**config.mk**
```make
export PLATFORM = sky130hd
export DESIGN_NAME = gps_top
export DESIGN_NICKNAME = d
export VERILOG_FILES = /design/src/verilog/gps_pkg.sv /design/src/verilog/gps_cfg_bank.sv /design/src/verilog/gps_top.sv
export VERILOG_INCLUDE_DIRS = /design/src /design/src/verilog
export SDC_FILE = /design/constraint.sdc
export NUM_CORES = 1
export LEC_CHECK = 0
export ABC_AREA = 1
export BUFFER_PORTS_ARGS = -buffer_cell sky130_fd_sc_hd__buf_2
export CORE_AREA = 2 2 235 237
export CTS_CLUSTER_DIAMETER = 30
export DETAILED_ROUTE_END_ITERATION = 8
export DIE_AREA = 0 0 237 239
export GPL_TIMING_DRIVEN = 0
export HOLD_SLACK_MARGIN = 0.02
export PLACE_DENSITY_LB_ADDON = 0.3
export SYNTH_ARGS = -nofsm -noshare
export SYNTH_HDL_FRONTEND = slang
export SYNTH_SLANG_ARGS = --single-unit
```
**constraint.sdc**
```tcl
create_clock -name i_clk -period 3.09 [get_ports i_clk]
set_clock_uncertainty 0.1 [all_clocks]
set_input_delay 0 -clock i_clk [delete_from_list [all_inputs] [get_ports i_clk]]
set_output_delay 0 -clock i_clk [all_outputs]
set_load 0.005 [all_outputs]
```
**src/verilog/gps_map.svh**
```systemverilog
// Address map, reset values and field layout of the pin function select block
//
// Function
// - Function register: 2-bit field every four bits
// - Codes: GPIO, alternate one, alternate two, array
// - Port 1 pins 2,3 default JTAG; reprogramming disables
// - JTAG stays disabled until an erase
// - Pin input level always readable
// - Logic array input path always active
// - Power saving holds pin state and configuration
// - Four independent port function registers
// - Four independent port pad parameter registers
// - Pull-up bits 0,4,8,...,28, one per pin; one enables
`ifndef GPS_MAP_SVH
`define GPS_MAP_SVH

// ----------------------------------------------------------------
// Register byte addresses
// ----------------------------------------------------------------
`define GPS_ADR_FUNC0 32'hffff0d00
`define GPS_ADR_FUNC1 32'hffff0d04
`define GPS_ADR_FUNC2 32'hffff0d08
`define GPS_ADR_FUNC3 32'hffff0d0c
`define GPS_ADR_PAD0 32'hffff0d2c
`define GPS_ADR_PAD1 32'hffff0d3c
`define GPS_ADR_PAD2 32'hffff0d4c
`define GPS_ADR_PAD3 32'hffff0d5c

// ----------------------------------------------------------------
// Reset values
// ----------------------------------------------------------------
`define GPS_RST_FUNC0 32'h11000000
`define GPS_RST_FUNC1 32'h00000000
`define GPS_RST_FUNC2 32'h00000000
`define GPS_RST_FUNC3 32'h00000000
`define GPS_RST_PAD0 32'h20000000
`define GPS_RST_PAD1 32'h00000000
`define GPS_RST_PAD2 32'h00000000
`define GPS_RST_PAD3 32'h00222222
// Pull-up enables as seen at the pads after reset
`define GPS_RST_PULL 32'h00000000

// ----------------------------------------------------------------
// Field layout
// ----------------------------------------------------------------
// Writable select fields, two bits every nibble
`define GPS_FUNC_WMASK 32'h33333333
// Writable pull-up bits, one bit every nibble
`define GPS_PAD_WMASK 32'h11111111
// Nibble pitch between pin fields
`define GPS_FIELD_STEP 3'h4
// Pins with a logic array output (others take an array input)
`define GPS_LA_OUT_MASK 32'hff30cc0c
// Pins that also carry an external interrupt in GPIO mode
`define GPS_IRQ_MASK 32'h0c4b0000
// JTAG data in and data out pin numbers, port 1 pins 2 and 3
`define GPS_PIN_JTAG_DI 5'h0a
`define GPS_PIN_JTAG_DO 5'h0b
// Port holding the JTAG pins
`define GPS_PORT_JTAG 2'h1
// Pins per port and ports
`define GPS_PINS 4'h8
`define GPS_PORTS 3'h4

`endif

```
**src/verilog/gps_pkg.sv**
```systemverilog
// Types shared by the pin function select block
package gps_pkg;
	// Per-pin function code
	typedef enum logic [1:0] {
		GPS_FUNC_GPIO = 2'h0,
		GPS_FUNC_ALT1 = 2'h1,
		GPS_FUNC_ALT2 = 2'h2,
		GPS_FUNC_ARRAY = 2'h3
	} gps_func_e;

	// Register index inside the configuration bank
	typedef logic [2:0] gps_idx_t;
endpackage : gps_pkg

```
**src/verilog/gps_cfg_bank.sv**
```systemverilog
// Configuration register bank: four function and four pad registers
`timescale 1ns/10ps
`include "gps_map.svh"
module gps_cfg_bank
	import gps_pkg::*;
(
	// Clock and reset
	input wire logic i_clk,
	input wire logic i_rst_n,
	// Access from the bus slave
	input wire logic i_wr,
	input wire logic i_rd,
	input wire gps_idx_t i_idx,
	input wire logic [31:0] i_wdat,
	input wire logic [3:0] i_be,
	// Erase restores defaults, hold freezes configuration
	input wire logic i_erase,
	input wire logic i_hold,
	// Register contents and read data
	output logic [127:0] o_func,
	output logic [127:0] o_pad,
	output logic [31:0] o_rdat
);

	// ----------------------------------------------------------------
	// Storage
	// ----------------------------------------------------------------
	logic [31:0] func_reg [4];
	logic [31:0] func_next [4];
	logic [31:0] pad_reg [4];
	logic [31:0] pad_next [4];
	logic [31:0] rdat_reg;
	logic [31:0] rdat_next;
	logic [31:0] be_mask;

	// Byte enables widened to a bit mask
	assign be_mask = {{8{i_be[3]}}, {8{i_be[2]}}, {8{i_be[1]}}, {8{i_be[0]}}};

	// Next values: writes, erase and read capture
	always_comb begin
		rdat_next = rdat_reg;
		for (int p = 0; p < 4; p++) begin
			func_next[p] = func_reg[p];
			pad_next[p] = pad_reg[p];
		end
		if (i_erase) begin
			// Erase brings every port back to its default
			func_next[0] = `GPS_RST_FUNC0;
			func_next[1] = `GPS_RST_FUNC1;
			func_next[2] = `GPS_RST_FUNC2;
			func_next[3] = `GPS_RST_FUNC3;
			pad_next[0] = `GPS_RST_PAD0;
			pad_next[1] = `GPS_RST_PAD1;
			pad_next[2] = `GPS_RST_PAD2;
			pad_next[3] = `GPS_RST_PAD3;
		end else if (i_wr && !i_hold) begin
			// Only select fields and pull-up bits take writes
			if (!i_idx[2]) begin
				func_next[i_idx[1:0]] = (func_reg[i_idx[1:0]] & ~(be_mask & `GPS_FUNC_WMASK))
					| (i_wdat & be_mask & `GPS_FUNC_WMASK);
			end else begin
				pad_next[i_idx[1:0]] = (pad_reg[i_idx[1:0]] & ~(be_mask & `GPS_PAD_WMASK))
					| (i_wdat & be_mask & `GPS_PAD_WMASK);
			end
		end
		// Read data registered, lands with the bus acknowledge
		if (i_rd) begin
			rdat_next = i_idx[2] ? pad_reg[i_idx[1:0]] : func_reg[i_idx[1:0]];
		end
	end

	// Registers
	always_ff @(posedge i_clk or negedge i_rst_n) begin
		if (!i_rst_n) begin
			func_reg[0] <= `GPS_RST_FUNC0;
			func_reg[1] <= `GPS_RST_FUNC1;
			func_reg[2] <= `GPS_RST_FUNC2;
			func_reg[3] <= `GPS_RST_FUNC3;
			pad_reg[0] <= `GPS_RST_PAD0;
			pad_reg[1] <= `GPS_RST_PAD1;
			pad_reg[2] <= `GPS_RST_PAD2;
			pad_reg[3] <= `GPS_RST_PAD3;
			rdat_reg <= 32'h00000000;
		end else begin
			func_reg <= func_next;
			pad_reg <= pad_next;
			rdat_reg <= rdat_next;
		end
	end

	// Flattened views for the pin logic
	assign o_func = {func_reg[3], func_reg[2], func_reg[1], func_reg[0]};
	assign o_pad = {pad_reg[3], pad_reg[2], pad_reg[1], pad_reg[0]};
	assign o_rdat = rdat_reg;

endmodule : gps_cfg_bank

```
**src/verilog/gps_top.sv**
```systemverilog
// Pin function multiplexer and pad control for four 8-pin ports
`timescale 1ns/10ps
`include "gps_map.svh"
module gps_top
	import gps_pkg::*;
(
	// Clock and reset
	input wire logic i_clk,
	input wire logic i_rst_n,
	// Wishbone classic slave
	input wire logic i_wb_cyc,
	input wire logic i_wb_stb,
	input wire logic i_wb_we,
	input wire logic [31:0] i_wb_adr,
	input wire logic [3:0] i_wb_sel,
	input wire logic [31:0] i_wb_dat,
	output logic [31:0] o_wb_dat,
	output logic o_wb_ack,
	// System control
	input wire logic i_erase,
	input wire logic i_power_save,
	input wire logic [3:0] i_data_dir_wr,
	// Pads, one bit per pin, pin number = port*8 + bit
	input wire logic [31:0] i_pin_in,
	output logic [31:0] o_pin_out,
	output logic [31:0] o_pin_oe_n,
	output logic [31:0] o_pullup_en,
	// GPIO data side
	input wire logic [31:0] i_gpio_out,
	input wire logic [31:0] i_gpio_dir,
	output logic [31:0] o_pin_level,
	output logic [5:0] o_ext_irq,
	// Peripheral alternates
	input wire logic [31:0] i_alt1_out,
	input wire logic [31:0] i_alt1_oe,
	input wire logic [31:0] i_alt2_out,
	input wire logic [31:0] i_alt2_oe,
	output logic [31:0] o_alt1_sel,
	output logic [31:0] o_alt2_sel,
	// Logic array
	input wire logic [31:0] i_logic_array_output,
	output logic [31:0] o_logic_array_input,
	// JTAG
	input wire logic i_jtag_tdo,
	output logic o_jtag_tdi,
	output logic o_jtag_en
);

	// ----------------------------------------------------------------
	// Helpers
	// ----------------------------------------------------------------

	// Select code of one pin, pin = port*8 + bit
	function automatic gps_func_e pin_code(input logic [127:0] f, input logic [4:0] pin);
		logic [6:0] base;
		base = {pin[4:3], pin[2:0], 2'h0};
		pin_code = gps_func_e'(f[base +: 2]);
	endfunction : pin_code

	// Byte address to bank index; hit low on an unmapped address
	function automatic logic [3:0] adr_decode(input logic [31:0] adr);
		unique case (adr)
			`GPS_ADR_FUNC0: adr_decode = 4'h8;
			`GPS_ADR_FUNC1: adr_decode = 4'h9;
			`GPS_ADR_FUNC2: adr_decode = 4'ha;
			`GPS_ADR_FUNC3: adr_decode = 4'hb;
			`GPS_ADR_PAD0: adr_decode = 4'hc;
			`GPS_ADR_PAD1: adr_decode = 4'hd;
			`GPS_ADR_PAD2: adr_decode = 4'he;
			`GPS_ADR_PAD3: adr_decode = 4'hf;
			default: adr_decode = 4'h0;
		endcase
	endfunction : adr_decode

	// ----------------------------------------------------------------
	// Bus slave
	// ----------------------------------------------------------------
	logic ack_reg; // Acknowledge, one cycle
	logic ack_next;
	logic [3:0] dec; // Hit flag and bank index
	logic req; // New request, not yet answered
	logic wr_pulse; // Write accepted this cycle
	logic rd_pulse; // Read captured this cycle
	logic [31:0] rdat_reg; // Read data, zero for an unmapped address
	logic [31:0] rdat_next;
	logic [127:0] func_flat; // Function select, all ports
	logic [127:0] pad_flat; // Pad parameters, all ports

	assign dec = adr_decode(i_wb_adr);
	assign req = i_wb_cyc && i_wb_stb && !ack_reg;
	// The write lands at the same edge that raises ack
	assign wr_pulse = req && i_wb_we && dec[3];
	assign rd_pulse = req && !i_wb_we && dec[3];

	// Acknowledge one cycle after the strobe, drop the cycle after
	always_comb begin
		ack_next = req;
		rdat_next = rdat_reg;
		if (rd_pulse) begin
			// Word taken from the live registers, as the bank holds them
			rdat_next = dec[2] ? pad_flat[{dec[1:0], 5'h00} +: 32]
				: func_flat[{dec[1:0], 5'h00} +: 32];
		end else if (req && !i_wb_we) begin
			// Unmapped addresses still answer, reading zero
			rdat_next = 32'h00000000;
		end
	end

	always_ff @(posedge i_clk or negedge i_rst_n) begin
		if (!i_rst_n) begin
			ack_reg <= 1'b0;
			rdat_reg <= 32'h00000000;
		end else begin
			ack_reg <= ack_next;
			rdat_reg <= rdat_next;
		end
	end

	assign o_wb_ack = ack_reg;
	// Read data straight from its flop, no mux behind the port
	assign o_wb_dat = rdat_reg;

	// ----------------------------------------------------------------
	// Configuration registers
	// ----------------------------------------------------------------
	// Writes are dropped while power saving keeps the setup frozen
	gps_cfg_bank u_bank (
		.i_clk(i_clk),
		.i_rst_n(i_rst_n),
		.i_wr(wr_pulse),
		.i_rd(rd_pulse),
		.i_idx(gps_idx_t'(dec[2:0])),
		.i_wdat(i_wb_dat),
		.i_be(i_wb_sel),
		.i_erase(i_erase),
		.i_hold(i_power_save),
		.o_func(func_flat),
		.o_pad(pad_flat),
		.o_rdat()
	);

	// ----------------------------------------------------------------
	// JTAG ownership
	// ----------------------------------------------------------------
	logic jtag_off_reg; // Sticky: JTAG pins were taken over
	logic jtag_off_next;
	gps_func_e code_di; // Current code of the data-in pin
	gps_func_e code_do; // Current code of the data-out pin

	assign code_di = pin_code(func_flat, `GPS_PIN_JTAG_DI);
	assign code_do = pin_code(func_flat, `GPS_PIN_JTAG_DO);

	// Any non-default code on either pin kills JTAG until erase
	always_comb begin
		jtag_off_next = jtag_off_reg;
		if (i_erase) begin
			jtag_off_next = 1'b0;
		end else if (code_di != GPS_FUNC_GPIO || code_do != GPS_FUNC_GPIO) begin
			jtag_off_next = 1'b1;
		end
	end

	always_ff @(posedge i_clk or negedge i_rst_n) begin
		if (!i_rst_n) begin
			jtag_off_reg <= 1'b0;
		end else begin
			jtag_off_reg <= jtag_off_next;
		end
	end

	// ----------------------------------------------------------------
	// Pull-up staging
	// ----------------------------------------------------------------
	logic [31:0] pull_reg; // Pull-ups applied at the pads
	logic [31:0] pull_next;
	logic [31:0] pull_cfg; // Pull-up bits gathered from pad registers

	// One bit every nibble of each pad register
	always_comb begin
		pull_cfg = 32'h00000000;
		for (int p = 0; p < 32; p++) begin
			pull_cfg[p] = pad_flat[{p[4:3], p[2:0], 2'h0}];
		end
	end

	// A pad change reaches the pins when the port's data register
	// is written, so software must rewrite it after the change
	always_comb begin
		pull_next = pull_reg;
		if (i_erase) begin
			pull_next = `GPS_RST_PULL;
		end else if (!i_power_save) begin
			for (int p = 0; p < 4; p++) begin
				if (i_data_dir_wr[p]) begin
					pull_next[p*8 +: 8] = pull_cfg[p*8 +: 8];
				end
			end
		end
	end

	always_ff @(posedge i_clk or negedge i_rst_n) begin
		if (!i_rst_n) begin
			pull_reg <= `GPS_RST_PULL;
		end else begin
			pull_reg <= pull_next;
		end
	end

	assign o_pullup_en = pull_reg;

	// ----------------------------------------------------------------
	// Pin multiplexer
	// ----------------------------------------------------------------
	logic [31:0] out_reg; // Pad output level
	logic [31:0] out_next;
	logic [31:0] oen_reg; // Pad enable, low drives
	logic [31:0] oen_next;
	logic [31:0] a1_reg; // Alternate one selected
	logic [31:0] a1_next;
	logic [31:0] a2_reg; // Alternate two selected
	logic [31:0] a2_next;
	logic [31:0] gsel; // GPIO code selected, combinational
	logic jtag_pin; // Pin belongs to JTAG right now
	logic [31:0] la_out_pins; // Pins whose array code drives the pad

	assign la_out_pins = `GPS_LA_OUT_MASK;

	// Per-pin decode of the select code
	always_comb begin
		out_next = out_reg;
		oen_next = oen_reg;
		a1_next = 32'h00000000;
		a2_next = 32'h00000000;
		gsel = 32'h00000000;
		jtag_pin = 1'b0;
		for (int p = 0; p < 32; p++) begin
			jtag_pin = !jtag_off_reg
				&& (p[4:0] == `GPS_PIN_JTAG_DI || p[4:0] == `GPS_PIN_JTAG_DO);
			unique case (pin_code(func_flat, p[4:0]))
				GPS_FUNC_GPIO: begin
					gsel[p] = 1'b1;
					if (jtag_pin) begin
						// JTAG owns the pin: data out drives, data in listens
						out_next[p] = i_jtag_tdo;
						oen_next[p] = (p[4:0] != `GPS_PIN_JTAG_DO);
					end else begin
						out_next[p] = i_gpio_out[p];
						oen_next[p] = !i_gpio_dir[p];
					end
				end
				GPS_FUNC_ALT1: begin
					a1_next[p] = 1'b1;
					out_next[p] = i_alt1_out[p];
					oen_next[p] = !i_alt1_oe[p];
				end
				GPS_FUNC_ALT2: begin
					a2_next[p] = 1'b1;
					out_next[p] = i_alt2_out[p];
					oen_next[p] = !i_alt2_oe[p];
				end
				GPS_FUNC_ARRAY: begin
					// Array input pins stay undriven
					out_next[p] = i_logic_array_output[p];
					oen_next[p] = !la_out_pins[p];
				end
			endcase
		end
		// Power saving freezes the pads where they stand
		if (i_power_save) begin
			out_next = out_reg;
			oen_next = oen_reg;
			a1_next = a1_reg;
			a2_next = a2_reg;
		end
	end

	always_ff @(posedge i_clk or negedge i_rst_n) begin
		if (!i_rst_n) begin
			out_reg <= 32'h00000000;
			oen_reg <= 32'hffffffff;
			a1_reg <= 32'h00000000;
			a2_reg <= 32'h00000000;
		end else begin
			out_reg <= out_next;
			oen_reg <= oen_next;
			a1_reg <= a1_next;
			a2_reg <= a2_next;
		end
	end

	assign o_pin_out = out_reg;
	assign o_pin_oe_n = oen_reg;
	assign o_alt1_sel = a1_reg;
	assign o_alt2_sel = a2_reg;

	// ----------------------------------------------------------------
	// Input sampling
	// ----------------------------------------------------------------
	logic [31:0] lvl_reg; // Sampled pin levels
	logic [31:0] la_reg; // Array input copies
	logic [5:0] irq_reg; // External interrupt inputs
	logic [5:0] irq_next;
	logic tdi_reg; // JTAG data in
	logic tdi_next;
	logic jen_reg; // JTAG enabled flag
	logic [31:0] irq_pins; // Interrupt-capable pins in GPIO mode

	// Interrupt lines pass only while their pin is in GPIO mode
	always_comb begin
		irq_pins = i_pin_in & gsel & `GPS_IRQ_MASK;
		irq_next = {irq_pins[27], irq_pins[26], irq_pins[22],
			irq_pins[19], irq_pins[17], irq_pins[16]};
		tdi_next = jtag_off_reg ? 1'b0 : i_pin_in[`GPS_PIN_JTAG_DI];
	end

	// Level and array paths never depend on the select code
	always_ff @(posedge i_clk or negedge i_rst_n) begin
		if (!i_rst_n) begin
			lvl_reg <= 32'h00000000;
			la_reg <= 32'h00000000;
			irq_reg <= 6'h00;
			tdi_reg <= 1'b0;
			jen_reg <= 1'b1;
		end else begin
			lvl_reg <= i_pin_in;
			la_reg <= i_pin_in;
			irq_reg <= irq_next;
			tdi_reg <= tdi_next;
			jen_reg <= !jtag_off_next;
		end
	end

	assign o_pin_level = lvl_reg;
	assign o_logic_array_input = la_reg;
	assign o_ext_irq = irq_reg;
	assign o_jtag_tdi = tdi_reg;
	assign o_jtag_en = jen_reg;

endmodule : gps_top

```
==> results of run 1 <==
==> cell type report <==
type | count | area [um2]
inverters | 239 | 897
fillers | 4520 | 20900
clock inverters | 60 | 881
multi-input cells | 1824 | 8940
well taps | 704 | 881
plain buffers | 176 | 935
diodes | 7 | 17.5
flip-flops and latches | 490 | 12300
repair buffers | 824 | 5420
clock buffers | 146 | 3110
==> logic make-up (layout without fill, tap and decap cells) <==
kind of cell,count (synthesis),count (layout),synth area share (%)
AND/OR/NAND/NOR,1202,1202,22.6
buffers and inverters,415,1445,7.93
other,0,7,0
AO/OA/AOI/OAI,622,622,16.1
flip-flops,490,490,53.3
==> per-layer routing <==
metal	up-vias	wire length (um)	track usage [%]
met2	2013	50000	60.2
li1	11100	-	-
met1	12500	41900	49.5
met5	-	174	1.47
met3	536	14700	13.2
met4	12	9100	27.2
==> report_power, final <==
group | switching, mW | internal (mW) | total, mW
Sequential | 0.0861 | 6.58 | 6.67
Clock | 3.91 | 8.68 | 12.6
Combinational | 0.867 | 0.598 | 1.47
==> Yosys cell counts (4+ instances only) <==
library cell,number
sky130_fd_sc_hd__o21bai_1,4
sky130_fd_sc_hd__o22ai_1,32
sky130_fd_sc_hd__o32a_1,4
sky130_fd_sc_hd__o2111ai_1,7
sky130_fd_sc_hd__nor2_1,125
sky130_fd_sc_hd__o221ai_1,6
sky130_fd_sc_hd__o21ai_0,228
sky130_fd_sc_hd__a31oi_1,4
sky130_fd_sc_hd__inv_1,228
sky130_fd_sc_hd__buf_2,51
sky130_fd_sc_hd__o21ai_1,150
sky130_fd_sc_hd__inv_2,10
sky130_fd_sc_hd__nand2_2,8
sky130_fd_sc_hd__nand2_1,723
sky130_fd_sc_hd__nand3_1,227
sky130_fd_sc_hd__a21oi_1,50
sky130_fd_sc_hd__o211ai_1,4
sky130_fd_sc_hd__o21ai_2,7
sky130_fd_sc_hd__nor3_2,7
sky130_fd_sc_hd__buf_6,5
sky130_fd_sc_hd__dfrtp_1,448
sky130_fd_sc_hd__clkbuf_1,57
sky130_fd_sc_hd__buf_4,46
sky130_fd_sc_hd__o31ai_1,29
sky130_fd_sc_hd__or2_2,22
sky130_fd_sc_hd__o22a_1,11
sky130_fd_sc_hd__a22o_1,79
sky130_fd_sc_hd__nor2_2,5
sky130_fd_sc_hd__nor3_1,4
sky130_fd_sc_hd__nor2_4,5
sky130_fd_sc_hd__dfstp_2,42
sky130_fd_sc_hd__nand4_1,68
sky130_fd_sc_hd__buf_1,17
==> worst max-delay path, delay by kind of cell <==
family | cells | cell delay [ps]
AOI/OAI and AO/OA | 1 | 360
buffers and inverters | 7 | 2030
and+or+nand+nor | 5 | 1110
==> worst max-delay path by stage <==
stage	startpoint	end	slack (ps)	depth (start not counted)
2_1_floorplan	o_wb_ack$_DFF_PN0_	u_bank.o_pad[110]$_DFFE_PN0P_	1370	8
3_3_place_gp	i_rst_n	u_bank.o_pad[77]$_DFFE_PN0P_	-8270	1
3_5_place_dp	i_wb_adr[12]	o_wb_dat[16]$_DFFE_PN0P_	5	11
4_1_cts	i_wb_stb	u_bank.o_pad[13]$_DFFE_PN0P_	190	13
5_1_grt	i_wb_stb	u_bank.o_func[37]$_DFFE_PN0P_	2	13
6_report	i_wb_stb	o_wb_dat[30]$_DFFE_PN0P_	60	13
==> repair_timing <==
action / in CTS / in global routing
endpoints found under the setup margin: 0 / 0
hold buffers: 236 / 0
hold endpoints to repair: 537 / 0
==> impl_summary.md, run 1 <==
Critical path
In this run the register-to-register setup slack is 280 ps. The setup path with the least slack is of type in -> reg. Among all stages on the critical path, the largest delay is contributed by sky130_fd_sc_hd__dlygate4sd3_1. The end of the worst register-to-register path is o_wb_dat[30]$_DFFE_PN0P_.

The critical path goes through dlygate4sd3_1 -> buf_2 -> nand2_1 -> dlygate4sd3_1 -> nor2_1 -> inv_1 -> nor2_1 -> nand2_1 -> inv_1 -> buf_2 -> buf_2 -> o21ai_0 -> nand2_1. The critical path's largest stage delay is 540 ps. Of all nets on the critical path, the largest fanout is 10. In this run the critical register-to-register path is launched from o_wb_ack$_DFF_PN0_. The critical path launch point type is a primary input. STA puts the critical path data arrival time at 3500 ps.

The worst path required time is 3560 ps. The number of cells on the worst reg-to-reg path is 9. The worst setup path is captured at a flop.

Detailed routing
The count of vias placed by the detailed router is 26,200. Once detail routing completed, the nets flagged for antenna violations numbered 0. The detailed-route vias per instance is 5.85.

The first detailed-routing pass ran for 8 iterations. The average wire per standard cell is 25.9 um. The routed design has 116 mm of wire. For this run, design rule violations remaining after detail routing come to 0. The number of design-rule violations left by the first detailed-router iteration is 3,582.

Place
Once placement completed, the tool counted placed cells totaling 4,021. The half-perimeter wire length after placement is 81.5 mm. Input and output buffers added on the ports amount to 584. In this run the cell area measured after placement is 27,000 um2. Routability-driven placement finished with a final weighted congestion of 0.990. The pre-CTS setup slack is 5.24 ps.

Status
The flow ran to the end, and the final reports show no timing, DRC or antenna violations.

Clock network
The total of cells resized after clock tree synthesis is 0. The clock reaches the later pin of the worst-skew pair after 660 ps. The number of setup buffers added after CTS is 0.

The clock tree from TritonCTS is done. In this run the deepest clock path goes through 3 buffers. The count of clock tree sinks is 490. Clock tree synthesis inserted a total of 109 buffers. The deepest level of the CTS H-tree is 3.

The cell sitting at the root of the clock tree is a sky130_fd_sc_hd__clkbuf_16. The clock transition at the registers of the reported paths is 50 ps.

Synth
In this run, synthesis inferred 0 flip-flops with an integrated enable. Sorting the synthesized cells by area gives the leading types as sky130_fd_sc_hd__dfrtp_1 (49%), sky130_fd_sc_hd__nand2_1 (12%), sky130_fd_sc_hd__o21ai_0 (4.9%), sky130_fd_sc_hd__nand3_1 (4.9%), sky130_fd_sc_hd__dfstp_2 (4.8%). The netlist area before placement is 23,100 um2. Synthesis produced a netlist with a net count of 3,065. For this run, the leading register cell type out of synthesis is sky130_fd_sc_hd__dfrtp_1. The number of different library cells used by synthesis comes to 45. The cell taking the most area after synthesis is sky130_fd_sc_hd__dfrtp_1. After synthesis the netlist holds a flip-flop and latch count of 490. After synthesis, the share of flip-flops with an asynchronous set or reset is 100%. The mean area per synthesized cell is 8.46 um2. Synthesis produced a netlist whose cell count is 2,729. The top cell type by area accounts for 48.6% of the synthesized area. Yosys printed 0 warnings. The share of the Yosys chip area taken by registers is 53.3%.

Min path
The critical hold path startpoint is i_pin_in[19]. The capture endpoint of the worst hold path is o_ext_irq[2]$_DFF_PN0_. Along the worst hold path, the cell count comes to 4. In this run the worst hold path is classified as in -> reg.

Floorplanning
The floorplan row count is 86. The overall die width is 237 um. The top-level port count is 601. Measured along the y axis, the die boundary spans 239 um. The die outline area is 56,600 um2. The effective utilization at floorplan is 42.5%. The total core area is 54,300 um2.

Finish
For this run, the post-layout net count is 4,000. The post-route netlist has 26.5% of its cells at a drive strength greater than 1. The area added between synthesis and finish is 44.6%. The top cell types in the final layout, fill and taps aside, are sky130_fd_sc_hd__nand2_1 (723), sky130_fd_sc_hd__buf_2 (634), sky130_fd_sc_hd__dfrtp_1 (448). The final non-filler cell area is 33,400 um2. The final core utilization is 61.5%.

The most frequent standard cell in the layout excluding fill and tap cells is sky130_fd_sc_hd__nand2_1. Once layout is complete, the cells apart from fillers number 4,470.

STA
In the post-route analysis, the smallest setup slack over all paths is 60.4 ps. The count of final max-slew check failures is 0. The worst path in the final design needs a cycle of 3030 ps, including I/O delays and setup. Setup violations remaining at the end of the flow were counted as 0. The post-route clock period utilization is 98.0%. The slew at the pin closest to its max-slew limit is 1220 ps. In the final timing run, aggregate negative setup slack is 0 ps.

Measured against its own limit, the worst slew margin works out to 18.9%. The tightest hold path in the finished design has a slack of 72.9 ps. The count of endpoints failing hold in the final timing report is 0. Derived from the worst setup path, the maximum achievable clock frequency is 330 MHz. Setup repair after global routing left no endpoint under its margin.

Global route
The global-route wire length before repair is 167 mm. The maximum number of pins on one net before global-route repair is 119. The number of global-route vias before repair came to 25,200.

After global routing the overflow that remains totals 0. The number of antenna violations at the first check in global routing was 8. Global routing consumed, over all layers together, 40.2% of the routing resources.

Power and ir drop
The power per cell area is 621 nW/um2. The leakage power figure is 17.0 nW. The completed layout was analyzed and its total power is 20.7 mW. VDD sags by at most 474 uV.

Job
The max capacitance violation total is 0.
Power figures use the tool's default switching activity.
==> run 2: changes to the inputs <==
Settings changed: PLACE_DENSITY set to 0.63, PLACE_DENSITY_LB_ADDON 0.3 to not set.
==> impl_summary.md, run 2 (synthesis results as in run 1) <==
Status
The flow ran to the end, and the final reports show no timing, DRC or antenna violations.

Power and ir drop
The total chip power is 20.6 mW. The internal portion of the total power is 15.8 mW. For this design the ratio of total power to cell area is 618 nW/um2.

The fraction of power spent switching nets is 23.6%. Per report_power, the sequential group accounts for 32.3% of the total. For this design the static power due to leakage is 17.0 nW.

The part of the total power dissipated in combinational logic is 7.0%. For this design the total switching power over the nets is 4.86 mW. The clock network burns 60.7% of the power. Across the VDD grid, the largest voltage drop is 458 uV.

STA
The post-route setup TNS is 0 ps. The worst path setup slack after routing is 35.0 ps. Based on the critical path, the design can be clocked at up to 327 MHz.

The slew at the pin closest to its max-slew limit is 1300 ps. Setup violations remaining at the end of the flow were counted as 0. For the finished layout, the period the worst path requires is 3050 ps. The count of endpoints failing hold in the final timing report is 0.

The count of final max-slew check failures came to 0. The worst pin sits at a relative slew slack of 13.7%. Setup repair after global routing left no endpoint under its margin. The final critical path takes up 98.9% of the cycle.

Clock network
The count of clock tree sinks is 490. The buffer count from post-CTS setup fixing is 0. CTS built an H-tree with a depth of 3.

The buffer levels on the longest clock path is 3. The TritonCTS buffer count is 112. The clock tree from TritonCTS is done. The clock insertion delay at the later pin of the skew report is 670 ps. The clock transition at the registers of the reported paths is 50 ps. In this run the clock root is driven by a sky130_fd_sc_hd__clkbuf_16.

Place
Timing analysis after detailed placement gives a worst setup slack of -108 ps. The half-perimeter wire length after placement is 85.7 mm. Routability-driven placement finished with a final weighted congestion of 1.00.

The number of I/O port buffers is 584. Once placement completed, the tool counted placed cells totaling 4,021.

Floorplanning
Measured along the x axis, the die boundary spans 237 um. The initial utilization of the core area, before any placement, comes to 42.5%. In this run the standard cell core region covers 54,300 um2. The die outline area is 56,600 um2. The top-level port count is 601.

The floorplan row count is 86. The height of the die is 239 um.

Finish
The number of nets in the final layout is 4,004. The post-route netlist has 26.6% of its cells at a drive strength greater than 1. The area occupied by registers is 12,300 um2. The library cell used most frequently in the layout, excluding fill and tap cells, is sky130_fd_sc_hd__nand2_1.

The area growth from synthesis to layout is 44.6%. In the final layout, the multi-input gates occupy 8940 um2. Excluding fillers, the count of instances in the completed layout stands at 4,477. In the layout the commonest cells are sky130_fd_sc_hd__nand2_1 (723), sky130_fd_sc_hd__buf_2 (634), sky130_fd_sc_hd__dfrtp_1 (446).

The number of filler cells placed in the layout is 4,741.

Detailed routing
For this run, design rule violations remaining after detail routing come to 0. The detail route stage leaves a number of antenna-violating nets equal to 0. The count of vias placed by the detailed router is 25,700.

The post-detailed-routing wire length is 117 mm. The first-pass iteration count of the detailed router is 6. The number of design-rule violations left by the first detailed-router iteration is 2,826. The average wire per standard cell is 26.1 um. The detailed-route vias per instance is 5.74.

Min path
In this run the worst hold path is classified as in -> reg.

Critical path
At the worst endpoint, the arrival time is 3500 ps. The critical path is of the in -> reg type. The worst path required time is 3530 ps.

STA classifies the critical path startpoint as a primary input. The endpoint kind of the worst setup timing path is a flop. Along the worst path, the maximum fanout reaches 10.

Global route
The global-route wire length before repair is 167 mm. In the global route stage, overall resource usage came out at 40.5%. The number of antenna violations at the first check in global routing is 9. Entering global routing, the biggest net connects 118 pins. Summed over all layers, the global routing overflow is 0.

The number of global-route vias before repair came to 24,900.

Job
The max capacitance violation total is 0.
run 2: cell count changes in the layout (fill, tap and decap cells not counted), moves of 3 or more:
cell,change
sky130_fd_sc_hd__clkbuf_8,-7
sky130_fd_sc_hd__inv_6,+3
sky130_fd_sc_hd__clkinvlp_4,-5
sky130_fd_sc_hd__clkbuf_1,+5
sky130_fd_sc_hd__clkbuf_16,+4
sky130_fd_sc_hd__clkinv_2,+4
sky130_fd_sc_hd__clkinv_4,+4
run 2: path summary, 6_finish.rpt:
path / startpoint / end / slack, ps / cells past startpoint
max: i_wb_adr[15] / o_wb_dat[5]$_DFFE_PN0P_ / 40 / 13
min: i_wb_adr[26] / u_bank.o_pad[31]$_DFFE_PN0P_ / 60 / 9
max reg2reg: u_bank.o_func[56]$_DFFE_PN0P_ / o_pin_oe_n[14]$_DFFE_PN1N_ / 80 / 8
min reg2reg: o_pin_out[24]$_DFFE_PN0N_ / o_pin_out[24]$_DFFE_PN0N_ / 370 / 2
max in group asynchronous: i_rst_n / u_bank.o_pad[111]$_DFFE_PN0P_ / 1020 / 5
min in group asynchronous: i_rst_n / o_logic_array_input[1]$_DFF_PN0_ / 400 / 3
run 2: routing by layer:
layer	up-vias	part of all wire (%)	global-route usage (%)
met2	1550	45	61.7
li1	11100	-	-
met1	12700	40	52.8
met3	333	9.9	10.1
met5	-	0	0
met4	0	5.8	22.9
run 2: layout make-up:
cell class | instances | area share (%)
inverter | 239 | 2.69
clock buffer | 148 | 9.38
sequential | 490 | 36.9
multi-input combinational | 1824 | 26.8
tap | 704 | 2.64
antenna | 8 | 0.0600
timing repair buffer | 825 | 16.2
buffer | 176 | 2.80
clock inverter | 63 | 2.53
run 2: repair_timing:
item                                    4_1_cts  5_1_grt
hold buffers                                237        0
endpoints found under the hold margin       659        0
endpoints found under the setup margin        0        3
resized for setup                             0        6
run 2: worst max-delay path: stages:
cell and delay (ps):
sky130_fd_sc_hd__dlygate4sd3_1 530, sky130_fd_sc_hd__buf_2 100, sky130_fd_sc_hd__nor2_1 30, sky130_fd_sc_hd__nand3_1 70, sky130_fd_sc_hd__nor2_2 50, sky130_fd_sc_hd__dlygate4sd3_1 590
sky130_fd_sc_hd__nand3_4 180, sky130_fd_sc_hd__buf_2 240, sky130_fd_sc_hd__buf_2 220, sky130_fd_sc_hd__clkbuf_1 600, sky130_fd_sc_hd__o21ai_0 580, sky130_fd_sc_hd__nand3_1 230
sky130_fd_sc_hd__nand2_1 70
run 2: metrics by stage:
stage	instance area, um2	utilization [%]	hold slack (ps)
floorplan	23100	-	-396
global placement	26900	49.5	8.02
detailed placement	27000	49.7	-1.65
CTS	33400	61.4	35.6
global route	33400	61.4	87.4
finish	33400	61.4	57.1
run 2: power groups by stage:
stage                     Combinational, mW  Clock (mW)  Sequential, mW
after global placement                 1.12           0            6.76
after floorplan                       0.335           0            6.75
after CTS                              1.40        12.5            6.66
after detailed placement               1.14           0            6.75
after global routing                   1.51        12.9            6.67
final                                  1.44        12.5            6.67
